--- src/design/fsp_regs.vh ---
`ifndef FSP_REGS_VH
`define FSP_REGS_VH

// Status register bit positions
`define FSP_SR_LOCK_BIT      7
`define FSP_SR_EXT3_BIT      6
`define FSP_SR_ANCHOR_BIT    5
`define FSP_SR_EXT_LO_MSB    4
`define FSP_SR_EXT_LO_LSB    2
`define FSP_SR_WEL_BIT       1
`define FSP_SR_BUSY_BIT      0

// Reset values
`define FSP_NV_RESET         6'h00
`define FSP_SR_RESET         8'h00

// Decoded command codes
`define FSP_OP_NOP           4'h0
`define FSP_OP_RD_SR         4'h1
`define FSP_OP_WR_SR         4'h2
`define FSP_OP_WREN          4'h3
`define FSP_OP_PROG          4'h4
`define FSP_OP_ERASE         4'h5
`define FSP_OP_CHIP_ERASE    4'h6
`define FSP_OP_WR_NVCR       4'h7
`define FSP_OP_RD_PARAM      4'h8

// Busy durations in clock cycles
`define FSP_SR_WR_CYCLES     16'h0008
`define FSP_NVCR_WR_CYCLES   16'h0008
`define FSP_PROG_CYCLES      16'h0010
`define FSP_ERASE_CYCLES     16'h0040
`define FSP_CHIP_CYCLES      16'h0100

// Address map
`define FSP_BLOCK_SHIFT      17
`define FSP_PARAM_ID_LSB     8'h00
`define FSP_PARAM_ID_MSB     8'hff
`define FSP_PARAM_TBL_PTR    8'h30

`endif

--- src/design/fsp_map.v ---
`timescale 1ns/10ps
`default_nettype none
`include "fsp_regs.vh"

module fsp_map #(
    parameter ADDR_W = 25
) (
    input  wire [24:0] addr,
    input  wire        sector_64k,
    input  wire [3:0]  extent,
    input  wire        from_bottom,
    output wire [1:0]  bank,
    output wire [8:0]  sector,
    output wire [9:0]  sub32,
    output wire [12:0] sub4,
    output wire        protected_hit
);
    localparam [8:0] NBLK = 9'h001 << (ADDR_W - `FSP_BLOCK_SHIFT);
    localparam [24:0] AMASK = (25'h0000001 << ADDR_W) - 25'h0000001;

    wire [24:0] am;
    wire [8:0]  blk;
    reg  [8:0]  cnt;
    reg         whole;
    reg         hit;

    assign am = addr & AMASK;
    assign blk = {1'b0, am[24:17]};
    // Both layouts number sectors upward from zero; bank is top quarter
    assign sector = sector_64k ? am[24:16] : {1'b0, am[24:17]};
    assign bank = am[ADDR_W-1 -: 2];
    assign sub32 = am[24:15];
    assign sub4 = am[24:12];

    always @*
    begin
        cnt = 9'h000;
        whole = 1'b0;
        if (extent >= 4'h9)
        begin
            whole = 1'b1;
        end
        else if (extent != 4'h0)
        begin
            cnt = 9'h001 << (extent - 4'h1);
            whole = (cnt >= NBLK);
        end
        if (extent == 4'h0)
        begin
            hit = 1'b0;
        end
        else if (whole)
        begin
            hit = 1'b1;
        end
        else if (from_bottom)
        begin
            hit = (blk < cnt);
        end
        else
        begin
            hit = (blk >= NBLK - cnt);
        end
    end

    assign protected_hit = hit;
endmodule // fsp_map
`default_nettype wire

--- src/design/fsp_top.v ---
`timescale 1ns/10ps
`default_nettype none
`include "fsp_regs.vh"

// Function
// Status read returns the register; status write updates it.
// Lock bit 7 set with protect pin low makes status writes ignored.
// Hardware protection ends only when the protect pin goes high.
// Lock bit is nonvolatile; 0 permits status writes, default 0. Here reset reloads it to 0 like the volatile bits.
// Bit 5 anchors protected region: 0 top, 1 bottom.
// Extent bits 6 and 4:2 nonzero reject program/erase to protected area.
// Write permit latch bit 1 is volatile, cleared at power-up.
// Write-enable command sets the write permit latch.
// Busy bit 0 is high during status, config, program or erase.
// 128KB sectors: four banks of consecutive equal sector groups.
// 64KB sectors: four banks of consecutive equal sector groups.
// 64KB layout: 4KB and 32KB subsectors, sectors numbered upward.
// Parameter table holds mandatory header FF00h pointing to basic table.
// Extent n protects 2^(n-1) 128KB blocks; large values protect all.
// Chip erase runs only when every extent bit is zero.
// Busy bit always equals inverse of flag status ready bit.
// Write permit latch clears when status write, program or erase ends.
// Writes, programs, erases ignored while latch clear or device busy.
module fsp_top #(
    parameter ADDR_W = 25
) (
    input  wire        clk,
    input  wire        rst,
    input  wire        write_protect_n,
    input  wire        sector_64k,
    input  wire        cmd_valid,
    input  wire [3:0]  cmd_op,
    input  wire [24:0] cmd_addr,
    input  wire [7:0]  cmd_wdata,
    output reg  [7:0]  flash_status_q,
    output reg         flag_ready_q,
    output reg  [7:0]  rdata_q,
    output reg         rdata_valid_q,
    output reg         cmd_reject_q,
    output reg         array_start_q,
    output reg  [1:0]  bank_q,
    output reg  [8:0]  sector_q,
    output reg  [9:0]  sub32_q,
    output reg  [12:0] sub4_q
);
    localparam [1:0] ST_IDLE = 2'b01;
    localparam [1:0] ST_BUSY = 2'b10;

    reg  [1:0]  state_q;
    reg  [1:0]  state_d;
    reg  [15:0] cnt_q;
    reg  [15:0] cnt_d;
    reg         lock_q;
    reg         anchor_q;
    reg  [3:0]  extent_q;
    reg         wel_q;
    reg         lock_d;
    reg         anchor_d;
    reg  [3:0]  extent_d;
    reg         wel_d;
    reg         reject_d;
    reg         start_d;
    reg  [7:0]  rdata_d;
    reg         rvalid_d;
    reg  [7:0]  param_byte;
    reg         is_write;

    wire        busy;
    wire        hw_locked;
    wire        prot_hit;
    wire [1:0]  bank_w;
    wire [8:0]  sector_w;
    wire [9:0]  sub32_w;
    wire [12:0] sub4_w;
    wire [7:0]  status_now;

    fsp_map #(
        .ADDR_W        (ADDR_W)
    ) u_map (
        .addr          (cmd_addr),
        .sector_64k    (sector_64k),
        .extent        (extent_q),
        .from_bottom   (anchor_q),
        .bank          (bank_w),
        .sector        (sector_w),
        .sub32         (sub32_w),
        .sub4          (sub4_w),
        .protected_hit (prot_hit)
    );

    assign busy = (state_q == ST_BUSY);
    // Pin high releases the lock at once, no command needed
    assign hw_locked = lock_q & ~write_protect_n;
    assign status_now = {lock_q, extent_q[3], anchor_q, extent_q[2:0], wel_q, busy};

    // Small discoverable table decoded from cmd_addr[4:0], so it repeats every 32 bytes; unlisted offsets read as erased
    always @*
    begin
        case (cmd_addr[4:0])
            5'h00: param_byte = 8'h53;
            5'h01: param_byte = 8'h46;
            5'h02: param_byte = 8'h44;
            5'h03: param_byte = 8'h50;
            5'h04: param_byte = 8'h06;
            5'h05: param_byte = 8'h01;
            5'h06: param_byte = 8'h00;
            5'h07: param_byte = 8'hff;
            5'h08: param_byte = `FSP_PARAM_ID_LSB;
            5'h09: param_byte = 8'h06;
            5'h0a: param_byte = 8'h01;
            5'h0b: param_byte = 8'h10;
            5'h0c: param_byte = `FSP_PARAM_TBL_PTR;
            5'h0d: param_byte = 8'h00;
            5'h0e: param_byte = 8'h00;
            5'h0f: param_byte = `FSP_PARAM_ID_MSB;
            default: param_byte = 8'hff;
        endcase
    end

    always @*
    begin
        is_write = (cmd_op == `FSP_OP_WR_SR) || (cmd_op == `FSP_OP_PROG) ||
                   (cmd_op == `FSP_OP_ERASE) || (cmd_op == `FSP_OP_CHIP_ERASE) ||
                   (cmd_op == `FSP_OP_WR_NVCR);
        state_d = state_q;
        cnt_d = cnt_q;
        lock_d = lock_q;
        anchor_d = anchor_q;
        extent_d = extent_q;
        wel_d = wel_q;
        reject_d = 1'b0;
        start_d = 1'b0;
        rdata_d = rdata_q;
        rvalid_d = 1'b0;
        case (state_q)
            ST_IDLE:
            begin
                if (cmd_valid && is_write && !wel_q)
                begin
                    reject_d = 1'b1;
                end
                else if (cmd_valid)
                begin
                    case (cmd_op)
                        `FSP_OP_RD_SR:
                        begin
                            rdata_d = status_now;
                            rvalid_d = 1'b1;
                        end
                        `FSP_OP_RD_PARAM:
                        begin
                            rdata_d = param_byte;
                            rvalid_d = 1'b1;
                        end
                        `FSP_OP_WREN:
                        begin
                            wel_d = 1'b1;
                        end
                        `FSP_OP_WR_SR:
                        begin
                            if (hw_locked)
                            begin
                                reject_d = 1'b1;
                            end
                            else
                            begin
                                lock_d = cmd_wdata[`FSP_SR_LOCK_BIT];
                                anchor_d = cmd_wdata[`FSP_SR_ANCHOR_BIT];
                                extent_d = {cmd_wdata[`FSP_SR_EXT3_BIT],
                                    cmd_wdata[`FSP_SR_EXT_LO_MSB:`FSP_SR_EXT_LO_LSB]};
                                cnt_d = `FSP_SR_WR_CYCLES;
                                state_d = ST_BUSY;
                            end
                        end
                        `FSP_OP_WR_NVCR:
                        begin
                            cnt_d = `FSP_NVCR_WR_CYCLES;
                            state_d = ST_BUSY;
                        end
                        `FSP_OP_PROG, `FSP_OP_ERASE:
                        begin
                            if (prot_hit)
                            begin
                                reject_d = 1'b1;
                            end
                            else
                            begin
                                cnt_d = (cmd_op == `FSP_OP_PROG) ? `FSP_PROG_CYCLES
                                                                 : `FSP_ERASE_CYCLES;
                                start_d = 1'b1;
                                state_d = ST_BUSY;
                            end
                        end
                        `FSP_OP_CHIP_ERASE:
                        begin
                            if (extent_q != 4'h0)
                            begin
                                reject_d = 1'b1;
                            end
                            else
                            begin
                                cnt_d = `FSP_CHIP_CYCLES;
                                start_d = 1'b1;
                                state_d = ST_BUSY;
                            end
                        end
                        default:
                        begin
                            reject_d = 1'b0;
                        end
                    endcase
                end
            end
            ST_BUSY:
            begin
                // Status stays readable while busy; writes bounce
                if (cmd_valid && cmd_op == `FSP_OP_RD_SR)
                begin
                    rdata_d = status_now;
                    rvalid_d = 1'b1;
                end
                else if (cmd_valid && cmd_op != `FSP_OP_NOP)
                begin
                    reject_d = 1'b1;
                end
                if (cnt_q == 16'h0001)
                begin
                    wel_d = 1'b0;
                    state_d = ST_IDLE;
                end
                cnt_d = cnt_q - 16'h0001;
            end
            default:
            begin
                state_d = ST_IDLE;
            end
        endcase
    end

    always @(posedge clk)
    begin
        if (rst)
        begin
            state_q <= ST_IDLE;
            cnt_q <= 16'h0000;
            // Nonvolatile bits return to their defaults with no backing cell
            {lock_q, anchor_q, extent_q} <= `FSP_NV_RESET;
            wel_q <= 1'b0;
            flash_status_q <= `FSP_SR_RESET;
            flag_ready_q <= 1'b1;
            rdata_q <= 8'h00;
            rdata_valid_q <= 1'b0;
            cmd_reject_q <= 1'b0;
            array_start_q <= 1'b0;
            bank_q <= 2'h0;
            sector_q <= 9'h000;
            sub32_q <= 10'h000;
            sub4_q <= 13'h0000;
        end
        else
        begin
            state_q <= state_d;
            cnt_q <= cnt_d;
            lock_q <= lock_d;
            anchor_q <= anchor_d;
            extent_q <= extent_d;
            wel_q <= wel_d;
            flash_status_q <= {lock_d, extent_d[3], anchor_d, extent_d[2:0], wel_d,
                               state_d == ST_BUSY};
            flag_ready_q <= (state_d != ST_BUSY);
            rdata_q <= rdata_d;
            rdata_valid_q <= rvalid_d;
            cmd_reject_q <= reject_d;
            array_start_q <= start_d;
            if (cmd_valid)
            begin
                bank_q <= bank_w;
                sector_q <= sector_w;
                sub32_q <= sub32_w;
                sub4_q <= sub4_w;
            end
        end
    end
endmodule // fsp_top
`default_nettype wire

--- config.mk ---
export PLATFORM = sky130hd
export DESIGN_NAME = fsp_top
export DESIGN_NICKNAME = d
export VERILOG_FILES = /design/src/design/fsp_map.v /design/src/design/fsp_top.v
export VERILOG_INCLUDE_DIRS = /design/src /design/src/design
export SDC_FILE = /design/constraint.sdc
export NUM_CORES = 1
export LEC_CHECK = 0
export BUFFER_PORTS_ARGS = -buffer_cell sky130_fd_sc_hd__buf_2
export CAP_MARGIN = 0
export CORE_MARGIN = 2
export CORE_UTILIZATION = 30
export CTS_BUF_LIST = sky130_fd_sc_hd__clkbuf_16
export DETAILED_ROUTE_END_ITERATION = 12
export SLEW_MARGIN = 20
export SYNTH_ARGS = -nofsm -noshare
export SYNTH_HDL_FRONTEND = slang
export SYNTH_HIERARCHICAL = 1
export SYNTH_SLANG_ARGS = --single-unit
--- constraint.sdc ---
create_clock -name clk -period 5 [get_ports clk]
set_clock_uncertainty 0.1 [all_clocks]
set_input_delay 1 -clock clk [delete_from_list [all_inputs] [get_ports clk]]
set_output_delay 1 -clock clk [all_outputs]
set_load 0.005 [all_outputs]
== Yosys cells after proc, flatten, opt, wreduce, memory -nomap -nowiden ==
Memory sizes are Yosys's and may differ from the RTL's.
Cells that the tools add are included.

* Multiplexer cells: 67
* Bitwise gates (word level): 4
* $add $sub $neg: 3
* Reduce and logical (&&, ||, !) cells: 18
* $lt $le $gt $ge: 4
* Equal/unequal tests: 21
* Shift-type cells: 1

{| class="wikitable"
|+ Operators with widths
! cell !! count
|-
| 2-to-1 mux 16 bit || 5
|-
| case mux 16 bit (4 select lines) || 1
|-
| 2-to-1 mux 1 bit || 32
|-
| 2-to-1 mux 8 bit || 4
|-
| case mux 16 bit (2 select lines) || 1
|-
| case mux 8 bit (2 select lines) || 2
|-
| 2-to-1 mux 9 bit || 3
|-
| 2-to-1 mux 4 bit || 5
|-
| == test 16 x 1 -> 1 bit, second input constant || 1
|-
| == test 4 x 3 -> 1 bit, second input constant || 4
|-
| subtractor 16 x 1 -> 16 bit, second input constant || 1
|-
| 2-to-1 mux 2 bit || 6
|-
| greater-or-equal comparator 8 x 9 -> 1 bit || 1
|-
| greater-or-equal comparator 9 bit, second input constant || 1
|-
| < comparator 8 x 9 -> 1 bit || 1
|-
| inequality test 3 bit, second input constant || 3
|-
| << shifter 1 x 4 -> 9 bit, first input constant || 1
|-
| subtractor 9 bit, first input constant || 1
|-
| == test 4 x 2 -> 1 bit, second input constant || 2
|-
| case mux 1 bit (2 select lines) || 4
|-
| case mux 2 bit (4 select lines) || 1
|-
| nonzero test 4 bit || 2
|-
| 2-to-1 mux 7 bit || 1
|-
| AND reduction 7 bit || 1
|-
| other kinds (22) || 34
|}

* Word-level logic and storage cells: 135
* ROM bits: 128
* Memories: 1
* Output and inout bits: 54
* Flip-flop bits (word level): 79
* Input bits: 42

{| class="wikitable"
|+ Memories
! name !! depth !! width !! read ports !! clocked after Yosys merged registers in !! write ports !! line !! source
|-
| (name not given) || 16 || 8 || 1 || 0 || 0 || fsp_top.v:99 || <nowiki>case (cmd_addr[4:0])</nowiki>
|}

== Depth between registers and ports, before layout ==
Gate-level depths: netlist of the first run.

* Depth in word-level cells: 15
* Mapped depth: 20
* Mapped depth without buffers: 17

== By module ==
Netlist of the first run, hierarchy kept.

{| class="wikitable"
|+ Modules (own cells, without submodules)
! module !! area an instance (µm²) !! instances !! cells an instance !! seq. area each (µm²)
|-
| fsp_top || 3,498.4 || 1 || 394 || 1,441.4
|-
| fsp_map || 807.0 || 1 || 108 || 0.0
|}

== Worst setup path after synthesis of the first run ==
Ideal clock, no wire load.

* Path type: register to register
* Start point: register, netlist name flash_status_q[3]
* End point: register cnt_q[11]
* Setup time: 0.130 ns
* Period minus slack after synthesis: 4.159 ns
* Data arrival time: 3.930 ns
* Setup slack: 0.841 ns
* Path buffers: 3
* Data required time: 4.770 ns
* Cell stages (with the launch flop): 21
* Cell sequence: dfxtp_1 > buf_2 > inv_1 > nor2_1 > nand2_1 > ha_1 > o21ai_0 > o21ai_0 > ha_1 > a21o_1 > a221o_1 > a41oi_1 > o32ai_1 > maj3_2 > and3b_1 > a31oi_2 > a32oi_1 > buf_2 > buf_2 > o41ai_1 > a21oi_1

{| class="wikitable"
|+ RTL lines
! item !! line !! source
|-
| end signal, assigned || fsp_top.v:263 || <nowiki>cnt_q <= cnt_d;</nowiki>
|-
| end, declared || fsp_top.v:51 || <nowiki>reg [15:0] cnt_q;</nowiki>
|}

==> results of run 1 <==
-- layer usage --
metal	wire [um]	part of all wire, %	vias to the layer above
met5	0	0	-
met4	199	1.9	0
met3	608	5.7	15
met2	5110	48	89
met1	4810	45	1753
li1	-	-	1858
-- registers in the layout (all words and copies together), names as in the netlist --
register / count
cmd_reject_q: 1
flag_ready_q: 1
cnt_q: 16
flash_status_q: 8
sub32_q: 10
rdata_q: 8
state_q: 2
rdata_valid_q: 1
array_start_q: 1
sub4_q: 13
bank_q: 2
sector_q: 9
-- per-stage QoR --
step	setup slack, ps	instances
floorplan	841	502
global placement	634	716
detailed placement	531	716
CTS	489	732
global route	153	732
finish	450	732
-- power by group through the flow --
stage | registers, mW | clock network [mW] | logic, mW
3_5_place_dp | 0.621 | 0 | 0.195
5_1_grt | 0.612 | 0.729 | 0.217
4_1_cts | 0.610 | 0.704 | 0.195
6_report | 0.609 | 0.683 | 0.194
3_3_place_gp | 0.621 | 0 | 0.190
2_1_floorplan | 0.622 | 0 | 0.142
-- synth_stat cells, types with 3 or more instances --
cell type  count  area share (%)
buf_4         29             5.1
or3_1          7             1.0
nand2b_1      12             1.7
a21oi_1       33             3.8
o41ai_1        3            0.61
o21a_1         4            0.70
clkbuf_1      16             1.4
or4_1          6             1.0
and2_1         3            0.44
nor4_1         3            0.44
nand2_1       26             2.3
buf_1          5            0.44
nand3_1        5            0.58
o221ai_1       3            0.61
inv_1         17             1.5
and3_1         3            0.44
o31ai_1        7             1.2
dfxtp_1       72              33
mux2i_1       44              10
nor3_1         8            0.93
mux2_2         8             2.1
nor3b_1        5            0.87
nand4b_1       3            0.61
or4b_1         3            0.70
buf_2          6            0.70
o22ai_1        3            0.44
a211oi_1       3            0.52
o21ai_0       20             2.3
nor2_1        60             5.2
o211ai_1       7             1.2
ha_1          24             7.0
nand3b_1       8             1.4
nor2b_1        7             1.0
-- worst max path at each step --
stage,slack [ps],start,endpoint,cells past startpoint
2_1_floorplan,840,flash_status_q[3]$_SDFFE_PP0P_,cnt_q[11]$_SDFFE_PP0P_,20
3_3_place_gp,630,flash_status_q[3]$_SDFFE_PP0P_,cnt_q[9]$_SDFFE_PP0P_,18
3_5_place_dp,530,flash_status_q[3]$_SDFFE_PP0P_,cnt_q[11]$_SDFFE_PP0P_,18
4_1_cts,490,flash_status_q[3]$_SDFFE_PP0P_,cnt_q[11]$_SDFFE_PP0P_,18
5_1_grt,150,flash_status_q[3]$_SDFFE_PP0P_,cnt_q[11]$_SDFFE_PP0P_,18
6_report,450,flash_status_q[3]$_SDFFE_PP0P_,cnt_q[11]$_SDFFE_PP0P_,18
-- layout make-up --
class / instances / area, sq um
Timing Repair Buffer: 92 / 478
Fill cell: 1419 / 8960
Clock buffer: 9 / 225
Sequential cell: 72 / 1440
Multi-Input combinational cell: 355 / 2450
Clock inverter: 7 / 87.6
Tap cell: 180 / 225
Inverter: 17 / 63.8
-- kinds of logic (layout without fill, tap and decap cells) --
family	after synthesis	count (layout)	share of synthesized area, %
AO/OA/AOI/OAI	103	103	15.4
adder cells (fa/ha/maj)	25	25	7.24
flip-flops	72	72	33.5
multiplexers	52	52	12.3
AND/OR/NAND/NOR	171	171	21.2
buffers and inverters	75	125	9.59
XOR/XNOR	4	4	0.814
-- worst min-delay path: cells and delay by family (launching register included) --
kind | cells | cell delay, ps
simple gates | 1 | 60
compound gates | 1 | 50
flops | 1 | 310
==> run_results.csv, run 1 <==
group,metric,value,unit
worst_setup_path,ff2ff_path_depth,18,
floorplanning,die_area,0.0153,sq mm
global_route,gr-max-usage-layer,"met2",
synth,ys_seq_elements,72,
clocking,cts_buffers,9,
power,switching_share,25.2,%
power,p_switching,375,uW
clocking,clock_sinks,72,
clocking,cts.path.max_buffers,2,
worst_setup_path,critical_path_buf_inv_count,2,
synth,syn_area,0.00431,sq mm
min_path,whs_endpoint,"rdata_q[2]$_SDFFE_PP0P_",
power,leakagePower,2.19,nW
final_layout,drive_gt1_share,22.3,%
synth,avgSynthCellArea,8.58,sq um
final_layout,layout.nets,613,
clocking,post_cts_buffers,0,
worst_setup_path,required,5170,ps
worst_setup_path,worst_path_max_delay_cell,"or4b_1",
drt,first_pass_iters,4,
power,power_density,299,mW/mm^2
global_route,groute.layer.met2.usage,24.6,%
timing,min_period,4550,ps
worst_setup_path,path_max_fanout,30,
worst_setup_path,end_kind,"flip-flop",
final_layout,final_cell_mix,"buf_2, dfxtp_1, nor2_1, mux2i_1, a21oi_1",
timing,setup_viol,0,
timing,slew_headroom,35.9,%
timing,worst_pin_slew,962,ps
synth,async_flop_share,0,%
timing,finalHoldViolCount,0,
final_layout,post-route-util,35.7,%
synth,syn_nets,568,
global_route,grt_use_met3,3.71,%
global_route,grtUsageTotal,14.7,%
final_layout,synthToLayoutAreaGrowth,15.5,%
timing,maxSlewViolCount,0,
synth,synth_edf_count,0,
flow_run,max_cap_violations,0,
global_route,antenna_found_initial,0,
synth,synth.distinct_cells,62,
clocking,clock_latency,340,ps
clocking,cts_tree,"done",
timing,fmax,0.220,GHz
drt,drt-total-wl,10700,um
final_layout,final_common_cell,"buf_2",
global_route,grt_max_degree,62,
floorplanning,ios,96,
power,p_int,1.11,mW
floorplanning,die_y,124,um
timing,rsz0062_at_grt,"no",
global_route,grt-ovfl-total,0,
drt,avgRoutedWirePerCell,14.7,um
synth,seq_area_frac_synth,33.5,%
floorplanning,die_w,124,um
worst_setup_path,timing.rr.end,"cnt_q[11]$_SDFFE_PP0P_",
worst_setup_path,arrival,4720,ps
clocking,cts_max_level,3,
worst_setup_path,critPathMaxStageDelay,530,ps
worst_setup_path,reg2reg_from,"flash_status_q[3]$_SDFFE_PP0P_",
worst_setup_path,critical_path.top_delay_family,"compound AO/OA/AOI/OAI gates",
timing,post-route-period-util,91.0,%
min_path,hold_depth,2,
power,clock_power_share,46.0,%
drt,antenna_left,0,
synth,synthCells,502,
outcome,outcome,"complete, no violations",
placed_design,gp_congestion,0.804,
clocking,clkSlewWorstSetupHoldPaths,60,ps
placed_design,dpl-instance-area,0.00466,sq mm
drt,dr.first_iter.drc_count,128,
min_path,hold_class,"flip-flop to flip-flop",
drt,drc_errors,0,
synth,synth_ff_type,"dfxtp_1",
global_route,grt_pass1_vias,3617,
clocking,postCtsHoldBufs,0,
floorplanning,num_rows,43,
power,p_seq_share,41.0,%
floorplanning,initial_core_util,30.9,%
placed_design,dpl.hpwl,7790,um
clocking,ctsResizeCount,0,
clocking,cts-root-buf,"clkbuf_16",
final_layout,final_area,0.00497,sq mm
power,fin_total_pwr,1.49,mW
worst_setup_path,path_cells,"inv_1 -> nor2_1 -> nand2_1 -> ha_1 -> o21ai_0 -> o21ai_0 -> ha_1 -> a21o_1 -> a221o_1 -> a41oi_1 -> o32ai_1 -> maj3_2 -> and3b_1 -> a31oi_2 -> a32oi_1 -> buf_4 -> or4b_1 -> a21oi_1",
worst_setup_path,start_kind,"flip-flop",
worst_setup_path,path_class,"flip-flop to flip-flop",
drt,avgViaCountPerCell,5.08,
min_path,hp-start,"rdata_q[2]$_SDFFE_PP0P_",
global_route,grt_util_met1,17.9,%
worst_setup_path,r2r_slack,450,ps
floorplanning,core,0.0139,sq mm
drt,num_vias,3715,
placed_design,portBuffers,86,
global_route,grt_pass1_wl,17500,um
power,ir_drop,0.204,mV
timing,final.setup.tns,0,ps
timing,whs,369,ps
power,combPwrFrac,13.0,%
synth,ys.warnings.count,6,
final_layout,diodes,0,
Note: power is estimated with default switching activity, not from simulation.
==> inputs of run 2 (changes only) <==
CORE_ASPECT_RATIO = 0.7   (was unset)
==> run_results.csv, run 2 (synthesis results as in run 1) <==
group,metric,value,unit
outcome,outcome,"complete, no violations",
worst_setup_path,ff2ff_path_depth,18,
timing,final.setup.tns,0,ps
worst_setup_path,path_class,"flip-flop to flip-flop",
global_route,grt-ovfl-total,0,
timing,finalHoldViolCount,0,
placed_design,post-place-ws,506,ps
worst_setup_path,critPathCapture,"cnt_q[13]$_SDFFE_PP0P_",
final_layout,top_register,"cnt_q",
clocking,cts_buffers,9,
placed_design,place_inst,725,
worst_setup_path,arrival,4720,ps
timing,worst_pin_slew,1030,ps
global_route,grtUsageTotal,14.5,%
timing,fmax,0.219,GHz
final_layout,layout.nets,612,
placed_design,gp_congestion,0.786,
global_route,antenna_found_initial,0,
floorplanning,ios,96,
clocking,ctsResizeCount,0,
clocking,clkSlewWorstSetupHoldPaths,60,ps
drt,first_pass_iters,4,
clocking,cts-root-buf,"clkbuf_16",
worst_setup_path,crit_start,"flash_status_q[3]$_SDFFE_PP0P_",
worst_setup_path,reg2reg_from,"flash_status_q[3]$_SDFFE_PP0P_",
clocking,cts.path.max_buffers,2,
placed_design,portBuffers,86,
placed_design,dpl.hpwl,7910,um
final_layout,post-route-util,35.7,%
min_path,hold_class,"flip-flop to flip-flop",
floorplanning,die_y,104,um
timing,maxSlewViolCount,0,
worst_setup_path,required,5160,ps
power,ir_drop,0.159,mV
final_layout,final_cell_mix,"buf_2, dfxtp_1, nor2_1, mux2i_1, a21oi_1",
worst_setup_path,timing.rr.end,"cnt_q[13]$_SDFFE_PP0P_",
global_route,grt_pass1_wl,18000,um
final_layout,diodes,0,
final_layout,synthToLayoutAreaGrowth,15.9,%
drt,num_vias,3706,
drt,drt-total-wl,10800,um
clocking,clock_latency,320,ps
clocking,cts_max_level,3,
drt,avgRoutedWirePerCell,14.6,um
drt,avgViaCountPerCell,5.00,
final_layout,fillers,1484,
power,power_density,299,mW/mm^2
final_layout,final_common_cell,"buf_2",
drt,dr.first_iter.drc_count,203,
floorplanning,die_w,147,um
floorplanning,initial_core_util,30.8,%
final_layout,drive_gt1_share,22.7,%
final_layout,instances_no_fill,741,
flow_run,max_cap_violations,0,
floorplanning,die_area,0.0153,sq mm
floorplanning,num_rows,36,
clocking,cts_tree,"done",
power,leakagePower,2.19,nW
global_route,grt_max_degree,62,
worst_setup_path,path_max_fanout,30,
floorplanning,core,0.0140,sq mm
timing,setup_ws,437,ps
drt,drc_errors,0,
final_layout,top_regs,"cnt_q (16), sub4_q (13), sub32_q (10)",
final_layout,largest_register_ffs,16,
worst_setup_path,r2r_slack,440,ps
worst_setup_path,end_kind,"flip-flop",
timing,post-route-period-util,91.3,%
timing,rsz0062_at_grt,"no",
drt,antenna_left,0,
clocking,clock_sinks,72,
clocking,post_cts_buffers,0,
global_route,grt_pass1_vias,3502,
timing,min_period,4560,ps
worst_setup_path,start_kind,"flip-flop",
timing,slew_headroom,30.6,%
clocking,postCtsHoldBufs,0,
timing,setup_viol,0,
==> run 2: changes by cell type in the layout (fill, tap and decap cells not counted) <==
cell        change
a21oi_1         -1
a21oi_2         +1
buf_4           -1
clkinv_1        -1
clkinv_2        +1
clkinv_4        +3
clkinvlp_4      -2
inv_1           -1
==> run 2: final cells by class <==
class	instances	area, sq um	area share (%)
clock inverter	7	96.3	1.93
sequential	72	1440	28.9
inverter	17	63.8	1.28
tap	190	238	4.76
clock buffer	9	225	4.51
timing repair buffer	91	470	9.43
multi-input combinational	355	2450	49.2
==> run 2: through the flow <==
stage          hold slack (ps)  area (sq um)  total power, mW
3_5_place_dp               357          4660            0.817
3_3_place_gp               354          4660            0.812
6_report                   377          4990             1.49
5_1_grt                    401          4990             1.57
2_1_floorplan              349          4310            0.764
4_1_cts                    376          4980             1.52
==> run 2: worst min-delay path by stage <==
| stage | start | end | slack, ps | depth (start not counted) |
|---|---|---|---|---|
| 5_1_grt | rdata_q[2]$_SDFFE_PP0P_ | rdata_q[2]$_SDFFE_PP0P_ | 400 | 2 |
| 4_1_cts | rdata_q[4]$_SDFFE_PP0P_ | rdata_q[4]$_SDFFE_PP0P_ | 380 | 2 |
| 2_1_floorplan | cnt_q[14]$_SDFFE_PP0P_ | cnt_q[14]$_SDFFE_PP0P_ | 350 | 2 |
| 3_5_place_dp | rdata_q[4]$_SDFFE_PP0P_ | rdata_q[4]$_SDFFE_PP0P_ | 360 | 2 |
| 3_3_place_gp | rdata_q[2]$_SDFFE_PP0P_ | rdata_q[2]$_SDFFE_PP0P_ | 350 | 2 |
| 6_report | rdata_q[4]$_SDFFE_PP0P_ | rdata_q[4]$_SDFFE_PP0P_ | 380 | 2 |
==> run 2: per-layer routing <==
layer | track usage, % | wire length [um] | share of wire [%] | vias up
li1 | - | - | - | 1863
met1 | 20.7 | 5610 | 52 | 1754
met2 | 22.0 | 4720 | 44 | 85
met3 | 3.07 | 421 | 3.9 | 4
met4 | 3.71 | 63 | 0.58 | 0
met5 | 0 | 0 | 0 | -
==> run 2: critical path, stage by stage, from the launching register on <==
cell     delay (ps)
dfxtp_1         430
inv_1           100
nor2_1          150
nand2_1         100
ha_1            270
o21ai_0         120
o21ai_0         170
ha_1            320
a21o_1          170
a221o_1         350
a41oi_1         160
o32ai_1         120
maj3_2          360
and3b_1         190
a31oi_2         270
a32oi_1         170
buf_4           270
or4_1           520
a21oi_1         150
==> run 2: where the power goes <==
part / switching (mW) / leakage, nW / internal [mW] / total, mW
Combinational: 0.114 / 1.45 / 0.0834 / 0.197
Sequential: 0.0126 / 0.587 / 0.596 / 0.609
Clock: 0.250 / 0.159 / 0.437 / 0.687
Total: 0.376 / 2.19 / 1.12 / 1.49
==> inputs of run 3 (changes only) <==
--- a/config.mk
+++ b/config.mk
@@ -15,2 +15,3 @@
 export DETAILED_ROUTE_END_ITERATION = 12
+export GPL_TIMING_DRIVEN = 0
 export SLEW_MARGIN = 20
==> constraint.sdc (replaced) <==
create_clock -name clk -period 5.33 [get_ports clk]
set_clock_uncertainty 0.1 [all_clocks]
set_input_delay 1.066 -clock clk [delete_from_list [all_inputs] [get_ports clk]]
set_output_delay 1.066 -clock clk [all_outputs]
set_load 0.05 [all_outputs]
==> run_results.csv, run 3 (synthesis results as in run 1) <==
group,metric,value,unit
drt,antenna_left,0,
floorplanning,die_w,147,um
final_layout,top_regs,"cnt_q (16), sub4_q (13), sub32_q (10)",
power,p_switching,439,uW
worst_setup_path,path_max_fanout,10,
timing,final.setup.tns,0,ps
clocking,clock_sinks,72,
floorplanning,die_area,0.0153,sq mm
drt,drt-total-wl,12100,um
timing,setup_ws,479,ps
final_layout,diodes,0,
drt,first_pass_iters,5,
drt,num_vias,3917,
global_route,grt_pass1_vias,3780,
power,leakagePower,2.33,nW
drt,avgViaCountPerCell,4.99,
timing,rsz0062_at_grt,"no",
power,ir_drop,0.163,mV
final_layout,final_cell_mix,"buf_2, dfxtp_1, nor2_1, mux2i_1, a21oi_1",
timing,whs,372,ps
timing,fmax,0.206,GHz
clocking,ctsResizeCount,0,
power,switching_share,29.2,%
timing,min_period,4850,ps
final_layout,top_register,"cnt_q",
power,power_density,286,mW/mm^2
power,p_int,1.07,mW
worst_setup_path,path_class,"flip-flop to flip-flop",
placed_design,dpl.hpwl,9250,um
timing,setup_viol,0,
timing,worst_pin_slew,1050,ps
timing,slew_headroom,29.5,%
floorplanning,num_rows,36,
power,clock_power_share,44.4,%
power,p_seq_share,38.0,%
power,combPwrFrac,17.6,%
final_layout,layout.nets,656,
clocking,cts_buffers,9,
global_route,grtUsageTotal,16.2,%
final_layout,largest_register_ffs,16,
timing,maxSlewViolCount,0,
clocking,cts.path.max_buffers,2,
clocking,cts-root-buf,"clkbuf_16",
floorplanning,core,0.0140,sq mm
placed_design,post-place-ws,517,ps
global_route,grt-ovfl-total,0,
worst_setup_path,start_kind,"flip-flop",
global_route,antenna_found_initial,0,
final_layout,final_common_cell,"buf_2",
clocking,cts_tree,"done",
worst_setup_path,required,5440,ps
drt,drc_errors,0,
clocking,postCtsHoldBufs,0,
floorplanning,die_y,104,um
placed_design,portBuffers,77,
floorplanning,initial_core_util,30.8,%
min_path,hold_class,"flip-flop to flip-flop",
clocking,post_cts_buffers,0,
drt,avgRoutedWirePerCell,15.5,um
clocking,clock_latency,330,ps
final_layout,post-route-util,37.7,%
flow_run,max_cap_violations,0,
floorplanning,ios,96,
timing,post-route-period-util,91.0,%
placed_design,gp_congestion,0.847,
timing,finalHoldViolCount,0,
drt,dr.first_iter.drc_count,245,
final_layout,synthToLayoutAreaGrowth,22.1,%
final_layout,drive_gt1_share,24.7,%
clocking,cts_max_level,3,
outcome,outcome,"complete, no violations",
worst_setup_path,end_kind,"flip-flop",
clocking,clkSlewWorstSetupHoldPaths,60,ps
worst_setup_path,arrival,4960,ps
global_route,grt_max_degree,15,
global_route,grt_pass1_wl,19900,um
final_layout,fillers,1446,
run 3: changes by cell type in the layout (fill, tap and decap cells not counted), sizes merged:
cell / delta
inv: +1
clkbuf: +16
buf: +28
clkinv: -1
run 3: per-layer routing:
metal  GRT usage [%]  up-vias  routed length [um]
met3            3.46        8                 656
met5               0        -                   0
met2            24.5      111                5340
met4            3.91        0                 126
li1                -     1938                   -
met1            23.3     1860                6020
run 3: metrics by stage:
step	power (mW)	instances	instance area [sq um]
floorplan	0.776	502	4310
global route	1.58	785	5260
global placement	0.840	769	4930
finish	1.50	785	5260
CTS	1.52	785	5260
detailed placement	0.846	769	4930
run 3: final timing paths:
| check | startpoint | end | slack, ps | depth (start not counted) |
|---|---|---|---|---|
| setup / recovery | flash_status_q[3]$_SDFFE_PP0P_ | cnt_q[11]$_SDFFE_PP0P_ | 480 | 20 |
| hold / removal | rdata_q[2]$_SDFFE_PP0P_ | rdata_q[2]$_SDFFE_PP0P_ | 370 | 2 |
| setup reg to reg | flash_status_q[3]$_SDFFE_PP0P_ | cnt_q[11]$_SDFFE_PP0P_ | 480 | 20 |
| hold reg to reg | rdata_q[2]$_SDFFE_PP0P_ | rdata_q[2]$_SDFFE_PP0P_ | 370 | 2 |
run 3: power groups by stage:
stage	Sequential, mW	Combinational [mW]	Clock, mW
finish	0.571	0.265	0.668
global route	0.574	0.290	0.712
CTS	0.571	0.264	0.681
detailed placement	0.583	0.263	0
global placement	0.582	0.257	0
floorplan	0.641	0.134	0
run 3: final cells by class:
class                           count  area [sq um]  area share (%)
Inverter                           17          63.8            1.21
Clock buffer                        9           225            4.28
Sequential cell                    72          1440            27.4
Timing Repair Buffer               77           385            7.33
Multi-Input combinational cell    355          2450            46.6
Tap cell                          190           238            4.52
Clock inverter                      7           104            1.98
Buffer                             58           349            6.64
run 3: worst max-delay path: stages (launching register included):
cell	delay, ps
dfxtp_1	410
buf_2	250
inv_1	90
nor2_1	160
nand2_1	100
ha_1	280
o21ai_0	130
o21ai_0	140
ha_1	300
a21o_1	160
a221o_1	340
a41oi_1	180
o32ai_1	140
maj3_2	370
and3b_1	190
a31oi_2	280
a32oi_1	230
buf_2	220
buf_2	200
o41ai_1	350
a21oi_1	100
